[config.mk]
export PLATFORM = sky130hd
export DESIGN_NAME = pmic_config_register_bank
export DESIGN_NICKNAME = d
export VERILOG_FILES = /design/src/logic/pmic_cfg_pkg.sv /design/src/logic/pmic_config_register_bank.sv /design/src/logic/level_hold_timer.sv
export SDC_FILE = /design/constraint.sdc
export NUM_CORES = 1
export LEC_CHECK = 0
export BUFFER_PORTS_ARGS = -buffer_cell sky130_fd_sc_hd__buf_2
export CAP_MARGIN = 20
export CORE_UTILIZATION = 57
export DETAILED_ROUTE_END_ITERATION = 8
export HOLD_SLACK_MARGIN = 0.06
export PLACE_DENSITY = 0.76
export SYNTH_ARGS = -nofsm -noshare
export SYNTH_HDL_FRONTEND = slang
export SYNTH_SLANG_ARGS = --single-unit
[constraint.sdc]
create_clock -name ref_clk -period 5.5 [get_ports ref_clk]
set_input_delay 1.1 -clock ref_clk [delete_from_list [all_inputs] [get_ports ref_clk]]
set_output_delay 1.1 -clock ref_clk [all_outputs]
set_load 0.05 [all_outputs]
[src/logic/pmic_cfg_pkg.sv]
// constants for the three byte-wide configuration registers of the power manager
// Function
// RULE1: top bit of first register picks 8s/15s hold
// RULE2: second output open-drain when clear, push-pull when set
// RULE3: function bit turns first pin into control input
// RULE4: delay codes give 10, 20, 50, 150 ms
// RULE5: delay only on rising power-good, falls immediately
// RULE6: sensitivity clear: wide limits, no overvoltage monitoring
// RULE7: sensitivity set (reset): tight limits, overvoltage monitored
// RULE8: routing bit makes third pin a warm-reset input
// RULE9: third switch limit 100/200/500/1000 mA, resets 0
// RULE10: second switch limit in low bits, resets 0
// RULE11: power-fail disable bit turns switch off on fail
// RULE12: discharge bit discharges switch output while off
// RULE13: first register at 0x13, resets to 0x4c
// RULE14: second register at 0x14, resets 0xc0, bits 5:4 reserved
// RULE15: third register at 0x15, resets zero, top bits reserved
// RULE16: routing set ignores third pin level bit
// RULE17: function bit set ignores first/second level bits
// RULE18: writes need unlock; reserved bits read zero
// RULE19: lockout level and hysteresis fed to comparator
package pmic_cfg_pkg;
  // register subaddresses and reset values
  localparam logic [7:0] CFG1_ADDR = 8'h13;
  localparam logic [7:0] CFG2_ADDR = 8'h14;
  localparam logic [7:0] CFG3_ADDR = 8'h15;
  localparam logic [7:0] CFG1_RST = 8'h4c;
  localparam logic [7:0] CFG2_RST = 8'hc0;
  localparam logic [7:0] CFG3_RST = 8'h00;
  // writable bits; reserved bits stay zero
  localparam logic [7:0] CFG1_WMASK = 8'hff;
  localparam logic [7:0] CFG2_WMASK = 8'hcf;
  localparam logic [7:0] CFG3_WMASK = 8'h3f;
  // first register fields
  localparam int HOLD_SEL_BIT = 7;
  localparam int OUT2_TYPE_BIT = 6;
  localparam int PIN1_FN_BIT = 5;
  localparam int PG_DLY_LSB = 3;
  localparam int TIGHT_BIT = 2;
  localparam int LOCKOUT_LSB = 0;
  // second register fields
  localparam int WARM_RST_BIT = 7;
  localparam int HYST_BIT = 6;
  localparam int SW3_LIM_LSB = 2;
  localparam int SW2_LIM_LSB = 0;
  // third register fields
  localparam int PF_OFF_LSB = 3;
  localparam int DCHRG_LSB = 0;
  // timing
  localparam int unsigned CLK_HZ = 100_000_000;
  localparam int unsigned CYC_PER_MS = CLK_HZ / 1000;
  localparam int unsigned PG_DLY0_MS = 10;
  localparam int unsigned PG_DLY1_MS = 20;
  localparam int unsigned PG_DLY2_MS = 50;
  localparam int unsigned PG_DLY3_MS = 150;
  localparam int unsigned HOLD_SHORT_S = 8;
  localparam int unsigned HOLD_LONG_S = 15;
  // synchroniser reset pattern: pg, pin1, pin3, power-fail, button (low to high)
  localparam logic [4:0] SYNC_RST = 5'h1e;
endpackage

[src/logic/pmic_config_register_bank.sv]
// configuration register bank: pins, supervisor, power-good delay, load switches
`timescale 1ns/1ns
module pmic_config_register_bank #(
  parameter int unsigned PG_DLY0_CYC = pmic_cfg_pkg::PG_DLY0_MS * pmic_cfg_pkg::CYC_PER_MS,
  parameter int unsigned PG_DLY1_CYC = pmic_cfg_pkg::PG_DLY1_MS * pmic_cfg_pkg::CYC_PER_MS,
  parameter int unsigned PG_DLY2_CYC = pmic_cfg_pkg::PG_DLY2_MS * pmic_cfg_pkg::CYC_PER_MS,
  parameter int unsigned PG_DLY3_CYC = pmic_cfg_pkg::PG_DLY3_MS * pmic_cfg_pkg::CYC_PER_MS,
  parameter int unsigned CYC_PER_S = pmic_cfg_pkg::CLK_HZ
) (
  // clock and reset
  input wire logic ref_clk,
  input wire logic rst,
  // register port from the management interface
  input wire logic [7:0] reg_addr,
  input wire logic reg_wr_en,
  input wire logic [7:0] reg_wr_data,
  input wire logic reg_rd_en,
  input wire logic write_unlocked,
  output logic [7:0] rd_data_q,
  // level bits from the enable register, same clock
  input wire logic [2:0] pin_level_bits,
  input wire logic [2:0] switch_en,
  // asynchronous inputs
  input wire logic pg_raw,
  input wire logic gp_pin_one_i,
  input wire logic gp_pin_three_i,
  input wire logic power_fail_ind_n,
  input wire logic push_button_n,
  // general-purpose pins
  output logic gp_pin_one_o_q,
  output logic gp_pin_one_oe_q,
  output logic gp_out_two_o_q,
  output logic gp_out_two_oe_q,
  output logic out2_from_switch_one_supply_q,
  output logic gp_pin_three_o_q,
  output logic gp_pin_three_oe_q,
  output logic core_rails_warm_reset_q,
  // supervisor and power-good
  output logic pg_good_q,
  output logic supervisor_tight_q,
  output logic ov_monitor_en_q,
  output logic pb_reset_q,
  // lockout comparator configuration
  output logic [1:0] lockout_level_q,
  output logic lockout_hysteresis_sel_q,
  // load switches
  output logic [1:0] switch2_current_limit_q,
  output logic [1:0] switch3_current_limit_q,
  output logic [2:0] switch_on_q,
  output logic [2:0] switch_discharge_q
);
  logic [7:0] cfg1_q; // pin and supervisor configuration
  logic [7:0] cfg2_q; // reset routing and current limits
  logic [7:0] cfg3_q; // power-fail and discharge enables
  logic [4:0] sync1_q; // first synchroniser stage, read only by sync2_q
  logic [4:0] sync2_q; // synchronised inputs
  logic pg_s; // power-good from the comparators
  logic pin1_s; // first pin level
  logic pin3_s; // third pin level
  logic pf_n_s; // power-fail indicator, low when tripped
  logic pb_n_s; // push button, low when pressed
  logic [23:0] pg_limit; // selected power-good rise delay in cycles
  logic [31:0] hold_limit; // selected push-button hold in cycles
  logic pin1_fn; // first pin used as input
  logic warm_rst_route; // third pin used as warm reset
  logic out2_level; // level wanted on the second output
  logic [2:0] switch_on_d; // load switch state before registering

  // both hold lengths scale from one per-second count, so they cannot drift apart
  localparam int unsigned HOLD_SHORT_CYC = pmic_cfg_pkg::HOLD_SHORT_S * CYC_PER_S;
  localparam int unsigned HOLD_LONG_CYC = pmic_cfg_pkg::HOLD_LONG_S * CYC_PER_S;

  // write mask for an address; reserved and unmapped bits never store
  function automatic logic [7:0] wmask(input logic [7:0] addr);
    case (addr)
      pmic_cfg_pkg::CFG1_ADDR: wmask = pmic_cfg_pkg::CFG1_WMASK;
      pmic_cfg_pkg::CFG2_ADDR: wmask = pmic_cfg_pkg::CFG2_WMASK;
      pmic_cfg_pkg::CFG3_ADDR: wmask = pmic_cfg_pkg::CFG3_WMASK;
      default: wmask = 8'h00;
    endcase
  endfunction

  // two-stage synchroniser for every pin input
  always_ff @(posedge ref_clk or posedge rst) begin
    if (rst) begin
      sync1_q <= pmic_cfg_pkg::SYNC_RST;
      sync2_q <= pmic_cfg_pkg::SYNC_RST;
    end else begin
      sync1_q <= {push_button_n, power_fail_ind_n, gp_pin_three_i, gp_pin_one_i, pg_raw};
      sync2_q <= sync1_q;
    end
  end

  assign pg_s = sync2_q[0];
  assign pin1_s = sync2_q[1];
  assign pin3_s = sync2_q[2];
  assign pf_n_s = sync2_q[3];
  assign pb_n_s = sync2_q[4];

  // first register; only unlocked writes land
  always_ff @(posedge ref_clk or posedge rst) begin
    if (rst) begin
      cfg1_q <= pmic_cfg_pkg::CFG1_RST; // RULE13
    end else if (reg_wr_en && write_unlocked && reg_addr == pmic_cfg_pkg::CFG1_ADDR) begin
      cfg1_q <= reg_wr_data & wmask(reg_addr); // RULE18
    end
  end

  // second register; bits 5:4 are masked so they stay zero
  always_ff @(posedge ref_clk or posedge rst) begin
    if (rst) begin
      cfg2_q <= pmic_cfg_pkg::CFG2_RST; // RULE14
    end else if (reg_wr_en && write_unlocked && reg_addr == pmic_cfg_pkg::CFG2_ADDR) begin
      cfg2_q <= reg_wr_data & wmask(reg_addr); // RULE14
    end
  end

  // third register; top two bits are masked so they stay zero
  always_ff @(posedge ref_clk or posedge rst) begin
    if (rst) begin
      cfg3_q <= pmic_cfg_pkg::CFG3_RST; // RULE15
    end else if (reg_wr_en && write_unlocked && reg_addr == pmic_cfg_pkg::CFG3_ADDR) begin
      cfg3_q <= reg_wr_data & wmask(reg_addr); // RULE15
    end
  end

  // read data, one cycle after the strobe; unmapped subaddresses read zero
  always_ff @(posedge ref_clk or posedge rst) begin
    if (rst) begin
      rd_data_q <= 8'h00;
    end else if (reg_rd_en) begin
      case (reg_addr)
        pmic_cfg_pkg::CFG1_ADDR: rd_data_q <= cfg1_q;
        pmic_cfg_pkg::CFG2_ADDR: rd_data_q <= cfg2_q & pmic_cfg_pkg::CFG2_WMASK; // RULE18
        pmic_cfg_pkg::CFG3_ADDR: rd_data_q <= cfg3_q & pmic_cfg_pkg::CFG3_WMASK; // RULE18
        default: rd_data_q <= 8'h00;
      endcase
    end
  end

  // power-good delay selection from the two-bit code
  always_comb begin
    case (cfg1_q[pmic_cfg_pkg::PG_DLY_LSB +: 2])
      2'h0: pg_limit = 24'(PG_DLY0_CYC); // RULE4
      2'h1: pg_limit = 24'(PG_DLY1_CYC);
      2'h2: pg_limit = 24'(PG_DLY2_CYC);
      2'h3: pg_limit = 24'(PG_DLY3_CYC);
      default: pg_limit = 24'(PG_DLY1_CYC);
    endcase
  end

  // push-button hold time from the top bit
  assign hold_limit = cfg1_q[pmic_cfg_pkg::HOLD_SEL_BIT] ? 32'(HOLD_LONG_CYC)
                                                          : 32'(HOLD_SHORT_CYC); // RULE1

  // rising power-good waits the delay; a fall drops the output the next edge
  level_hold_timer #(.W(24)) pg_timer (
    .ref_clk(ref_clk),
    .rst(rst),
    .level(pg_s),
    .limit(pg_limit),
    .done_q(pg_good_q)
  ); // RULE5

  // push-button reset after the button is held the selected time
  level_hold_timer #(.W(32)) hold_timer (
    .ref_clk(ref_clk),
    .rst(rst),
    .level(!pb_n_s),
    .limit(hold_limit),
    .done_q(pb_reset_q)
  ); // RULE1

  assign pin1_fn = cfg1_q[pmic_cfg_pkg::PIN1_FN_BIT];
  assign warm_rst_route = cfg2_q[pmic_cfg_pkg::WARM_RST_BIT];
  // in input mode the first pin drives the second output and the level bit is dropped
  assign out2_level = pin1_fn ? pin1_s : pin_level_bits[1]; // RULE3 RULE17

  // general-purpose pin drivers; open-drain pins only ever pull low
  always_ff @(posedge ref_clk or posedge rst) begin
    if (rst) begin
      gp_pin_one_o_q <= 1'b0;
      gp_pin_one_oe_q <= 1'b0;
      gp_out_two_o_q <= 1'b0;
      gp_out_two_oe_q <= 1'b0;
      out2_from_switch_one_supply_q <= 1'b0;
      gp_pin_three_o_q <= 1'b0;
      gp_pin_three_oe_q <= 1'b0;
    end else begin
      gp_pin_one_o_q <= 1'b0;
      // input mode releases the pin; otherwise a clear level bit pulls low
      gp_pin_one_oe_q <= !pin1_fn && !pin_level_bits[0]; // RULE3 RULE17
      if (cfg1_q[pmic_cfg_pkg::OUT2_TYPE_BIT]) begin
        // push-pull, high level from the first switch input supply
        gp_out_two_o_q <= out2_level; // RULE2
        gp_out_two_oe_q <= 1'b1;
        out2_from_switch_one_supply_q <= 1'b1;
      end else begin
        // open-drain, high level comes from the board pull-up
        gp_out_two_o_q <= 1'b0; // RULE2
        gp_out_two_oe_q <= !out2_level;
        out2_from_switch_one_supply_q <= 1'b0;
      end
      gp_pin_three_o_q <= 1'b0;
      // warm-reset routing turns the driver off and the level bit is dropped
      gp_pin_three_oe_q <= !warm_rst_route && !pin_level_bits[2]; // RULE8 RULE16
    end
  end

  // warm reset to the two core converters while the third pin is held low
  always_ff @(posedge ref_clk or posedge rst) begin
    if (rst) begin
      core_rails_warm_reset_q <= 1'b0;
    end else begin
      core_rails_warm_reset_q <= warm_rst_route && !pin3_s; // RULE8
    end
  end

  // supervisor strictness: clear gives wide limits without overvoltage watch
  always_ff @(posedge ref_clk or posedge rst) begin
    if (rst) begin
      supervisor_tight_q <= pmic_cfg_pkg::CFG1_RST[pmic_cfg_pkg::TIGHT_BIT];
      ov_monitor_en_q <= pmic_cfg_pkg::CFG1_RST[pmic_cfg_pkg::TIGHT_BIT];
    end else begin
      supervisor_tight_q <= cfg1_q[pmic_cfg_pkg::TIGHT_BIT]; // RULE6 RULE7
      ov_monitor_en_q <= cfg1_q[pmic_cfg_pkg::TIGHT_BIT]; // RULE6 RULE7
    end
  end

  // static settings handed to the analog side
  always_ff @(posedge ref_clk or posedge rst) begin
    if (rst) begin
      lockout_level_q <= pmic_cfg_pkg::CFG1_RST[pmic_cfg_pkg::LOCKOUT_LSB +: 2];
      lockout_hysteresis_sel_q <= pmic_cfg_pkg::CFG2_RST[pmic_cfg_pkg::HYST_BIT];
      switch2_current_limit_q <= pmic_cfg_pkg::CFG2_RST[pmic_cfg_pkg::SW2_LIM_LSB +: 2];
      switch3_current_limit_q <= pmic_cfg_pkg::CFG2_RST[pmic_cfg_pkg::SW3_LIM_LSB +: 2];
    end else begin
      lockout_level_q <= cfg1_q[pmic_cfg_pkg::LOCKOUT_LSB +: 2]; // RULE19
      lockout_hysteresis_sel_q <= cfg2_q[pmic_cfg_pkg::HYST_BIT]; // RULE19
      switch2_current_limit_q <= cfg2_q[pmic_cfg_pkg::SW2_LIM_LSB +: 2]; // RULE10
      switch3_current_limit_q <= cfg2_q[pmic_cfg_pkg::SW3_LIM_LSB +: 2]; // RULE9
    end
  end

  // a tripped power-fail indicator overrides the enable where the bit allows
  assign switch_on_d = switch_en & ~(cfg3_q[pmic_cfg_pkg::PF_OFF_LSB +: 3]
                                     & {3{!pf_n_s}}); // RULE11

  // switch state and discharge; discharge and on are never both set
  always_ff @(posedge ref_clk or posedge rst) begin
    if (rst) begin
      switch_on_q <= 3'h0;
      switch_discharge_q <= 3'h0;
    end else begin
      switch_on_q <= switch_on_d;
      switch_discharge_q <= cfg3_q[pmic_cfg_pkg::DCHRG_LSB +: 3] & ~switch_on_d; // RULE12
    end
  end

  // helper: cycles the synchronised power-good has been high
  logic [23:0] pg_hi_cnt_q;
  always_ff @(posedge ref_clk or posedge rst) begin
    if (rst) begin
      pg_hi_cnt_q <= 24'h0;
    end else if (!pg_s) begin
      pg_hi_cnt_q <= 24'h0;
    end else if (pg_hi_cnt_q != 24'hffffff) begin
      pg_hi_cnt_q <= pg_hi_cnt_q + 24'h1;
    end
  end

  // locked writes never change any register
  write_lock_a: assert property (@(posedge ref_clk) disable iff (rst) // RULE18
    (reg_wr_en && !write_unlocked) |=> ($stable(cfg1_q) && $stable(cfg2_q) && $stable(cfg3_q)))
    else $error("register changed by a locked write");

  // reserved bits and unmapped subaddresses read zero on every read
  reserved_zero_a: assert property (@(posedge ref_clk) disable iff (rst) // RULE18
    reg_rd_en |=> ((rd_data_q & ~wmask($past(reg_addr))) == 8'h00))
    else $error("reserved bits read nonzero");

  // power-good falls one edge after its source, with no delay
  pg_fall_a: assert property (@(posedge ref_clk) disable iff (rst) // RULE5
    !pg_s |=> !pg_good_q)
    else $error("power-good fall delayed");

  // power-good never rises before the selected delay has elapsed
  pg_rise_a: assert property (@(posedge ref_clk) disable iff (rst) // RULE4
    $rose(pg_good_q) |-> (pg_hi_cnt_q >= $past(pg_limit)))
    else $error("power-good rose early");

  // push-pull type drives the second output all the time
  drive_type_a: assert property (@(posedge ref_clk) disable iff (rst) // RULE2
    cfg1_q[pmic_cfg_pkg::OUT2_TYPE_BIT] |=> (gp_out_two_oe_q && out2_from_switch_one_supply_q))
    else $error("push-pull output not driven");

  // input mode never drives the first pin
  pin1_input_a: assert property (@(posedge ref_clk) disable iff (rst) // RULE3
    pin1_fn |=> !gp_pin_one_oe_q)
    else $error("first pin driven in input mode");

  // in input mode a low first pin pulls the second output low
  pin1_ctrl_a: assert property (@(posedge ref_clk) disable iff (rst) // RULE17
    (pin1_fn && !pin1_s) |=> (gp_out_two_oe_q && !gp_out_two_o_q))
    else $error("second output ignores first pin");

  // warm-reset routing releases the pin and forwards a low level
  warm_reset_a: assert property (@(posedge ref_clk) disable iff (rst) // RULE16
    (warm_rst_route && !pin3_s) |=> (core_rails_warm_reset_q && !gp_pin_three_oe_q))
    else $error("warm reset not forwarded");

  // a tripped indicator switches off every switch whose bit is set
  pf_off_a: assert property (@(posedge ref_clk) disable iff (rst) // RULE11
    !pf_n_s |=> ((switch_on_q & $past(cfg3_q[pmic_cfg_pkg::PF_OFF_LSB +: 3])) == 3'h0))
    else $error("switch stays on during power fail");

  // discharge exactly where enabled and the switch is off
  discharge_a: assert property (@(posedge ref_clk) disable iff (rst) // RULE12
    1'b1 |=> (switch_discharge_q == ($past(cfg3_q[pmic_cfg_pkg::DCHRG_LSB +: 3]) & ~switch_on_q)))
    else $error("discharge mismatch");

  // a released button drops the reset request at the next edge
  pb_release_a: assert property (@(posedge ref_clk) disable iff (rst) // RULE1
    pb_n_s |=> !pb_reset_q)
    else $error("button reset held after release");

  // without routing the third pin never resets the core converters
  warm_route_off_a: assert property (@(posedge ref_clk) disable iff (rst) // RULE8
    !warm_rst_route |=> !core_rails_warm_reset_q)
    else $error("warm reset without routing");

  // routing releases the third pin whatever its level bit says
  pin3_release_a: assert property (@(posedge ref_clk) disable iff (rst) // RULE8
    warm_rst_route |=> !gp_pin_three_oe_q)
    else $error("third pin driven while routed");

  // strictness and overvoltage watch follow the sensitivity bit together
  tight_copy_a: assert property (@(posedge ref_clk) disable iff (rst) // RULE7
    1'b1 |=> (supervisor_tight_q == $past(cfg1_q[pmic_cfg_pkg::TIGHT_BIT])
              && ov_monitor_en_q == supervisor_tight_q))
    else $error("supervisor setting mismatch");

  // main scenarios
  unlocked_write_c: cover property (@(posedge ref_clk) disable iff (rst)
    reg_wr_en && write_unlocked && reg_addr == pmic_cfg_pkg::CFG3_ADDR);
  pg_rise_c: cover property (@(posedge ref_clk) disable iff (rst) $rose(pg_good_q));
  pf_trip_c: cover property (@(posedge ref_clk) disable iff (rst)
    !pf_n_s && cfg3_q[pmic_cfg_pkg::PF_OFF_LSB] && switch_en[0]);
  warm_reset_c: cover property (@(posedge ref_clk) disable iff (rst) core_rails_warm_reset_q);
  pb_hold_c: cover property (@(posedge ref_clk) disable iff (rst) $rose(pb_reset_q));
endmodule

[src/logic/level_hold_timer.sv]
// qualifies a level: done rises after limit cycles high, drops at once
`timescale 1ns/1ns
module level_hold_timer #(
  parameter int W = 32
) (
  // clock and reset
  input wire logic ref_clk,
  input wire logic rst,
  // level to qualify and the hold length in cycles
  input wire logic level,
  input wire logic [W-1:0] limit,
  // qualified level
  output logic done_q
);
  logic [W-1:0] cnt_q; // cycles the level has been high

  // count while high; a low level clears both count and output in one edge
  always_ff @(posedge ref_clk or posedge rst) begin
    if (rst) begin
      cnt_q <= '0;
      done_q <= 1'b0;
    end else if (!level) begin
      cnt_q <= '0;
      done_q <= 1'b0;
    end else if (cnt_q >= limit - W'(1)) begin
      done_q <= 1'b1;
    end else begin
      cnt_q <= cnt_q + W'(1);
    end
  end
endmodule

# Word-level counts from Yosys, hierarchy flattened
# Index checks and enable logic that the tools add are counted.
dict set report classes {
  add_sub_neg 4
  div 0
  n_eq_ne 9
  multipliers 0
  bitwise_logic 8
  n_mux 19
  shift 0
  order_cmp 2
  n_reduce_logical 16
}
# op n
set ops {}
lappend ops {{24-bit one-hot mux with 4 select lines} 1}
lappend ops {{32-bit two-way mux} 2}
lappend ops {{24-bit two-way mux} 2}
lappend ops {{8-bit one-hot mux with 3 select lines} 2}
lappend ops {{32-bit by 1-bit adder with 32-bit output (second input constant)} 1}
lappend ops {{32-bit greater-or-equal comparator} 1}
lappend ops {{31-bit by 1-bit subtractor with 32-bit output (second input constant)} 1}
lappend ops {{31-bit two-way mux} 1}
lappend ops {{24-bit by 1-bit adder with 24-bit output (second input constant)} 1}
lappend ops {{8-bit by 5-bit == test with 1-bit output (second input constant)} 3}
lappend ops {{24-bit greater-or-equal comparator} 1}
lappend ops {{24-bit by 1-bit subtractor with 24-bit output (second input constant)} 1}
lappend ops {{8-bit AND} 2}
lappend ops {{8-bit two-way mux} 2}
lappend ops {{3-bit AND} 3}
lappend ops {{1-bit two-way mux} 8}
lappend ops {{1-bit logical AND} 7}
lappend ops {{1-bit logical NOT} 7}
lappend ops {{6-bit AND} 1}
lappend ops {{6-bit two-way mux} 1}
lappend ops {{3-bit NOT} 2}
lappend ops {{2-bit == test (second input constant)} 2}
lappend ops {{2-bit != test (second input constant)} 2}
lappend ops {{2-bit by 1-bit == test with 1-bit output (second input constant)} 1}
lappend ops {{3 further kinds} 3}
dict set report totals {
  latch_bits 0
  reg_bits 118
  ramBits 0
  rom_bits 0
  inputBits 32
  out_inout_bits 33
  wordCells 81
  mem_count 0
}

# Depth between registers and ports, before layout
dict set report depth {
  depth_word 6
  depth_mapped 13
  ltp_nobuf 11
}

# Modules after synthesis
# Synthesis repeated with hierarchy kept, for this count alone.
dict set report hier_totals {
  cells_unflattened 763
  hier_area_um2 7567.3
}
# mod area_per_inst_um2 seq_area_each_um2 instances cells_each
set by_module_without_submodules {}
lappend by_module_without_submodules {{level_hold_timer (hold_timer)} 3086.7 825.8 1 364}
lappend by_module_without_submodules {{level_hold_timer (pg_timer)} 2264.7 625.6 1 248}
lappend by_module_without_submodules {pmic_config_register_bank 2215.9 1470.2 1 151}

# Worst setup path after synthesis
# No wires, ideal clock.
dict set report synth_path {
  path_kind {reg-to-reg}
  startpoint {register cfg1_q[3]}
  endpoint {register pg_timer.cnt_q[20]}
  n_path_buf 0
  setup_time_ns 0.078
  stages_incl_launch_ff 12
  path_slack_ns 2.607
  arrival_ns 2.815
  synth_period_minus_slack_ns 2.893
  t_required_ns 5.422
  cell_sequence {dfstp_2 inv_1 ha_1 nor2_1 o2111a_1 ha_1 nand2_1 o21a_1 a2bb2oi_1 nand3_1 or4_2 a21oi_1}
}
dict set report synth_via {
  elab_chain_len 5
  word_cells_on_any_way 8
  cone_classes {add/sub (1); order compare (1); eq/ne (4); mux (1); reduce/logical (1)}
}
# item line_no
set synth_lines {}
lappend synth_lines {{start, declared} pmic_config_register_bank.sv:52} ;# logic [7:0] cfg1_q;
lappend synth_lines {{start signal, assigned} pmic_config_register_bank.sv:103} ;# cfg1_q <= pmic_cfg_pkg::CFG1_RST;
lappend synth_lines {{start signal, assigned} pmic_config_register_bank.sv:105} ;# cfg1_q <= reg_wr_data & wmask(reg_addr);
lappend synth_lines {{2-bit == test, or another cell as far along} pmic_config_register_bank.sv:143} ;# case (cfg1_q[pmic_cfg_pkg::PG_DLY_LSB +: 2])
lappend synth_lines {{24-bit one-hot mux with 4 select lines *} pmic_config_register_bank.sv:143}
lappend synth_lines {{24-bit by 1-bit subtractor with 24-bit output *} level_hold_timer.sv:25} ;# end else if (cnt_q >= limit - W'(1)) begin
lappend synth_lines {{24-bit greater-or-equal comparator *} level_hold_timer.sv:25}
lappend synth_lines {{2-bit != test (no source line) *} -}
lappend synth_lines {{end signal, assigned} level_hold_timer.sv:28} ;# cnt_q <= cnt_q + W'(1);
lappend synth_lines {{end, declared} level_hold_timer.sv:15} ;# logic [W-1:0] cnt_q;
# Every way passes the cells marked *; elsewhere a longest branch is shown, timed or not. The select of a mux whose other input is x is not followed.
# A chain may end at the register's enable or synchronous reset.

# Worst setup path in the final report
dict set report layout_path {
  startpoint {register cfg1_q[3]}
  endpoint {register pg_timer.cnt_q[18]}
}
# Same word-level chain as after synthesis.

==> flow_metrics.env <==
export IMPL_synthArstFlopShare=1.00
export IMPL_drive_gt1_frac=0.209
export IMPL_h_tree_depth=4
export IMPL_worstSetupPathType="flop to flop"
export IMPL_io_pins=65
export IMPL_antenna_found_initial=0
export IMPL_whs_ns=0.344
export IMPL_core_area_sq_mm=0.0103
export IMPL_tns_ns=0
export IMPL_period_share=0.739
export IMPL_gr_total_overflow=0
export IMPL_gp_congestion=0.843
export IMPL_area_growth_syn_to_layout_pct=15.8
export IMPL_via_per_inst=5.99
export IMPL_dpl_worst_slack_ns=1.48
export IMPL_avgSynthCellArea_sq_um=10.1
export IMPL_setup_ws_ns=1.44
export IMPL_fin_nets=731
export IMPL_clock_path_buffers=2
export IMPL_finalPower_mw=2.04
export IMPL_grt_pass1_wl_mm=22.7
export IMPL_synth_seq_cells=116
export IMPL_synth_area_leaders="dfrtp_1 (42%), ha_1 (8.5%), dfstp_2 (6.5%)"
export IMPL_antennaDiodeCount=0
export IMPL_root_buffer="clkbuf_8"
export IMPL_synth_top_cell_by_area="dfrtp_1"
export IMPL_remaining_drc_errors=0
export IMPL_yosysMostFrequentCell="dfrtp_1"
export IMPL_cpPeakStageDelay_ns=0.91
export IMPL_ys_seq_area_frac=0.485
export IMPL_synth_cell_types=59
export IMPL_cts_sinks=116
export IMPL_period_minus_slack_ns=4.06
export IMPL_cp_common_cell="ha_1"
export IMPL_internal_power_mw=1.57
export IMPL_drt_iter0_markers=289
export IMPL_cp_end_kind="flop"
export IMPL_yosysWarnings=0
export IMPL_slew_limit_headroom=0.329
export IMPL_status="completed"
export IMPL_leakage_nw=3.22
export IMPL_ys_flop_type="dfrtp_1"
export IMPL_pwr_share_seq=0.439
export IMPL_cp_max_fo=34
export IMPL_synth_commonest_cells="dfrtp_1 (101), a21oi_1 (56), nor2_1 (43), ha_1 (41), o21ai_0 (35)"
export IMPL_yosysTopAreaCellShare=0.419
export IMPL_drv_cap=0
export IMPL_cpMaxStageDelayCell="or4_2"
export IMPL_critical_path_required_ns=5.94
export IMPL_crit_chain="inv_1 > ha_1 > nor2_1 > o2111a_1 > ha_1 > nand2_1 > o21a_1 > a2bb2oi_1 > nand3_1 > or4_2 > a21oi_1"
export IMPL_cts_repair_resized=0
export IMPL_grt_max_degree=88
export IMPL_powerDensity_mw_per_mm2=292
export IMPL_wl_mm=13.4
export IMPL_dp_hpwl_mm=8.99
export IMPL_die_area_sq_mm=0.0110
export IMPL_finalHoldViolCount=0
export IMPL_grtUsageTotal=0.263
export IMPL_min_path_type="flop to flop"
export IMPL_ant_nets=0
export IMPL_post_cts_buffers=0
export IMPL_pwr_share_comb=0.063
export IMPL_synth_edff_count=0
export IMPL_cts_clk_slew_worst_paths_ns=0.06
export IMPL_post_route_util=0.679
export IMPL_netlist_instances=596
export IMPL_cp_arrival_ns=4.50
export IMPL_cts_made_buffers=17
export IMPL_fmax_mhz=246
export IMPL_startpoint_type="flop"
export IMPL_syn_cell_area_sq_mm=0.00603
export IMPL_cts_tree="yes"
export IMPL_power_clock_fraction=0.498
export IMPL_clk_latency_ns=0.53
export IMPL_die_x_microns=105
export IMPL_rsz0062_at_grt="no"
export IMPL_p_sw_mw=0.473
export IMPL_floorplan_rows=37
export IMPL_start_util=0.586
export IMPL_grt_pass1_vias=4865
export IMPL_die_h_microns=105
export IMPL_port_buffers=62
export IMPL_worst_pin_slew_ns=1.00
export IMPL_hold_buffers=0
export IMPL_vias=4837
export IMPL_slew_violations=0
export IMPL_finalSetupViolCount=0
export IMPL_clock_skew_ns=0.0100
export IMPL_dr_pass1_iters=5
export IMPL_peakVddDrop_mv=0.186
export IMPL_wl_per_cell_microns=16.6
export IMPL_switching_share=0.232
-- layout by cell type, fill, tap and decap left out, types with 4 or more instances in the layout --
| cell type | count |
|---|---|
| buf_2 | 62 |
| and3_1 | 5 |
| nor2_1 | 43 |
| nor4_1 | 5 |
| a21boi_0 | 4 |
| nor2b_1 | 9 |
| mux2_2 | 18 |
| nand2_1 | 31 |
| a22oi_1 | 6 |
| nand3_1 | 29 |
| clkbuf_16 | 16 |
| or4_1 | 9 |
| o21ai_0 | 35 |
| xor2_1 | 11 |
| nand4_1 | 27 |
| inv_1 | 29 |
| dfrtp_1 | 101 |
| nor3_1 | 4 |
| clkbuf_1 | 7 |
| ha_1 | 41 |
| dfstp_2 | 15 |
| mux2i_1 | 4 |
| or3_1 | 26 |
| clkinv_2 | 5 |
| a21oi_1 | 56 |
| o31ai_1 | 16 |
-- worst max-delay path, delay by kind of cell (launching register included) --
| kind | cells | cell delay [ns] |
|---|---|---|
| simple gates | 4 | 1.98 |
| compound gates | 4 | 0.80 |
| fa+ha+maj | 2 | 0.46 |
| flops | 1 | 0.60 |
| buf+inv | 1 | 0.14 |
-- power groups by stage --
stage / registers [mW] / logic (mW) / clock network (mW)
4_1_cts: 0.895 / 0.128 / 1.03
3_5_place_dp: 0.909 / 0.126 / 0
6_report: 0.895 / 0.129 / 1.02
2_1_floorplan: 0.931 / 0.0627 / 0
5_1_grt: 0.897 / 0.142 / 1.06
3_3_place_gp: 0.907 / 0.122 / 0
-- registers in the layout (all words and copies together), names as in the netlist, 2 cells and up --
signal                   count
switch_on_q                  3
cfg3_q                       6
hold_timer.cnt_q            32
sync2_q                      5
rd_data_q                    8
cfg1_q                       8
pg_timer.cnt_q              24
switch2_current_limit_q      2
lockout_level_q              2
switch_discharge_q           3
cfg2_q                       6
sync1_q                      5
switch3_current_limit_q      2
-- worst paths after layout --
check,slack (ns),from,end,cells past startpoint
max in group asynchronous,3.89,rst,sync2_q[4],4
worst min-delay path,0.34,sync1_q[0],sync2_q[0],0
worst min register to register,0.34,sync1_q[0],sync2_q[0],0
worst max register to register,1.44,cfg1_q[3],pg_timer.cnt_q[18],11
worst max-delay path,1.44,cfg1_q[3],pg_timer.cnt_q[18],11
min in group asynchronous,0.51,rst,gp_pin_three_oe_q,2
-- cell type report --
type	count	area (sq um)
repair buffers	66	360
fillers	814	3300
well taps	136	170
clock buffers	25	454
flip-flops and latches	116	2920
inverters	30	115
multi-input cells	427	2880
clock inverters	7	85.1
-- per-stage QoR --
stage / cells / cell area, sq um
after floorplan: 597 / 6030
after global placement: 774 / 6410
after detailed placement: 774 / 6410
after CTS: 806 / 6950
after global routing: 807 / 6980
final: 807 / 6980
-- per-layer routing --
| layer | up-vias | global-route usage | routed length [microns] |
|---|---|---|---|
| li1 | 2299 | - | - |
| met1 | 2361 | 0.327 | 5740 |
| met2 | 148 | 0.438 | 6720 |
| met3 | 29 | 0.0555 | 650 |
| met4 | 0 | 0.129 | 296 |
| met5 | - | 0 | 0 |
-- kinds of logic after synthesis --
family	share of synthesized area
AO/OA/AOI/OAI	0.137
multiplexers	0.0403
other	0.00125
buffers and inverters	0.0388
XOR/XNOR	0.0160
AND/OR/NAND/NOR	0.197
adder cells (fa/ha/maj)	0.0851
flip-flops	0.485
Power figures use the tool's default switching activity.
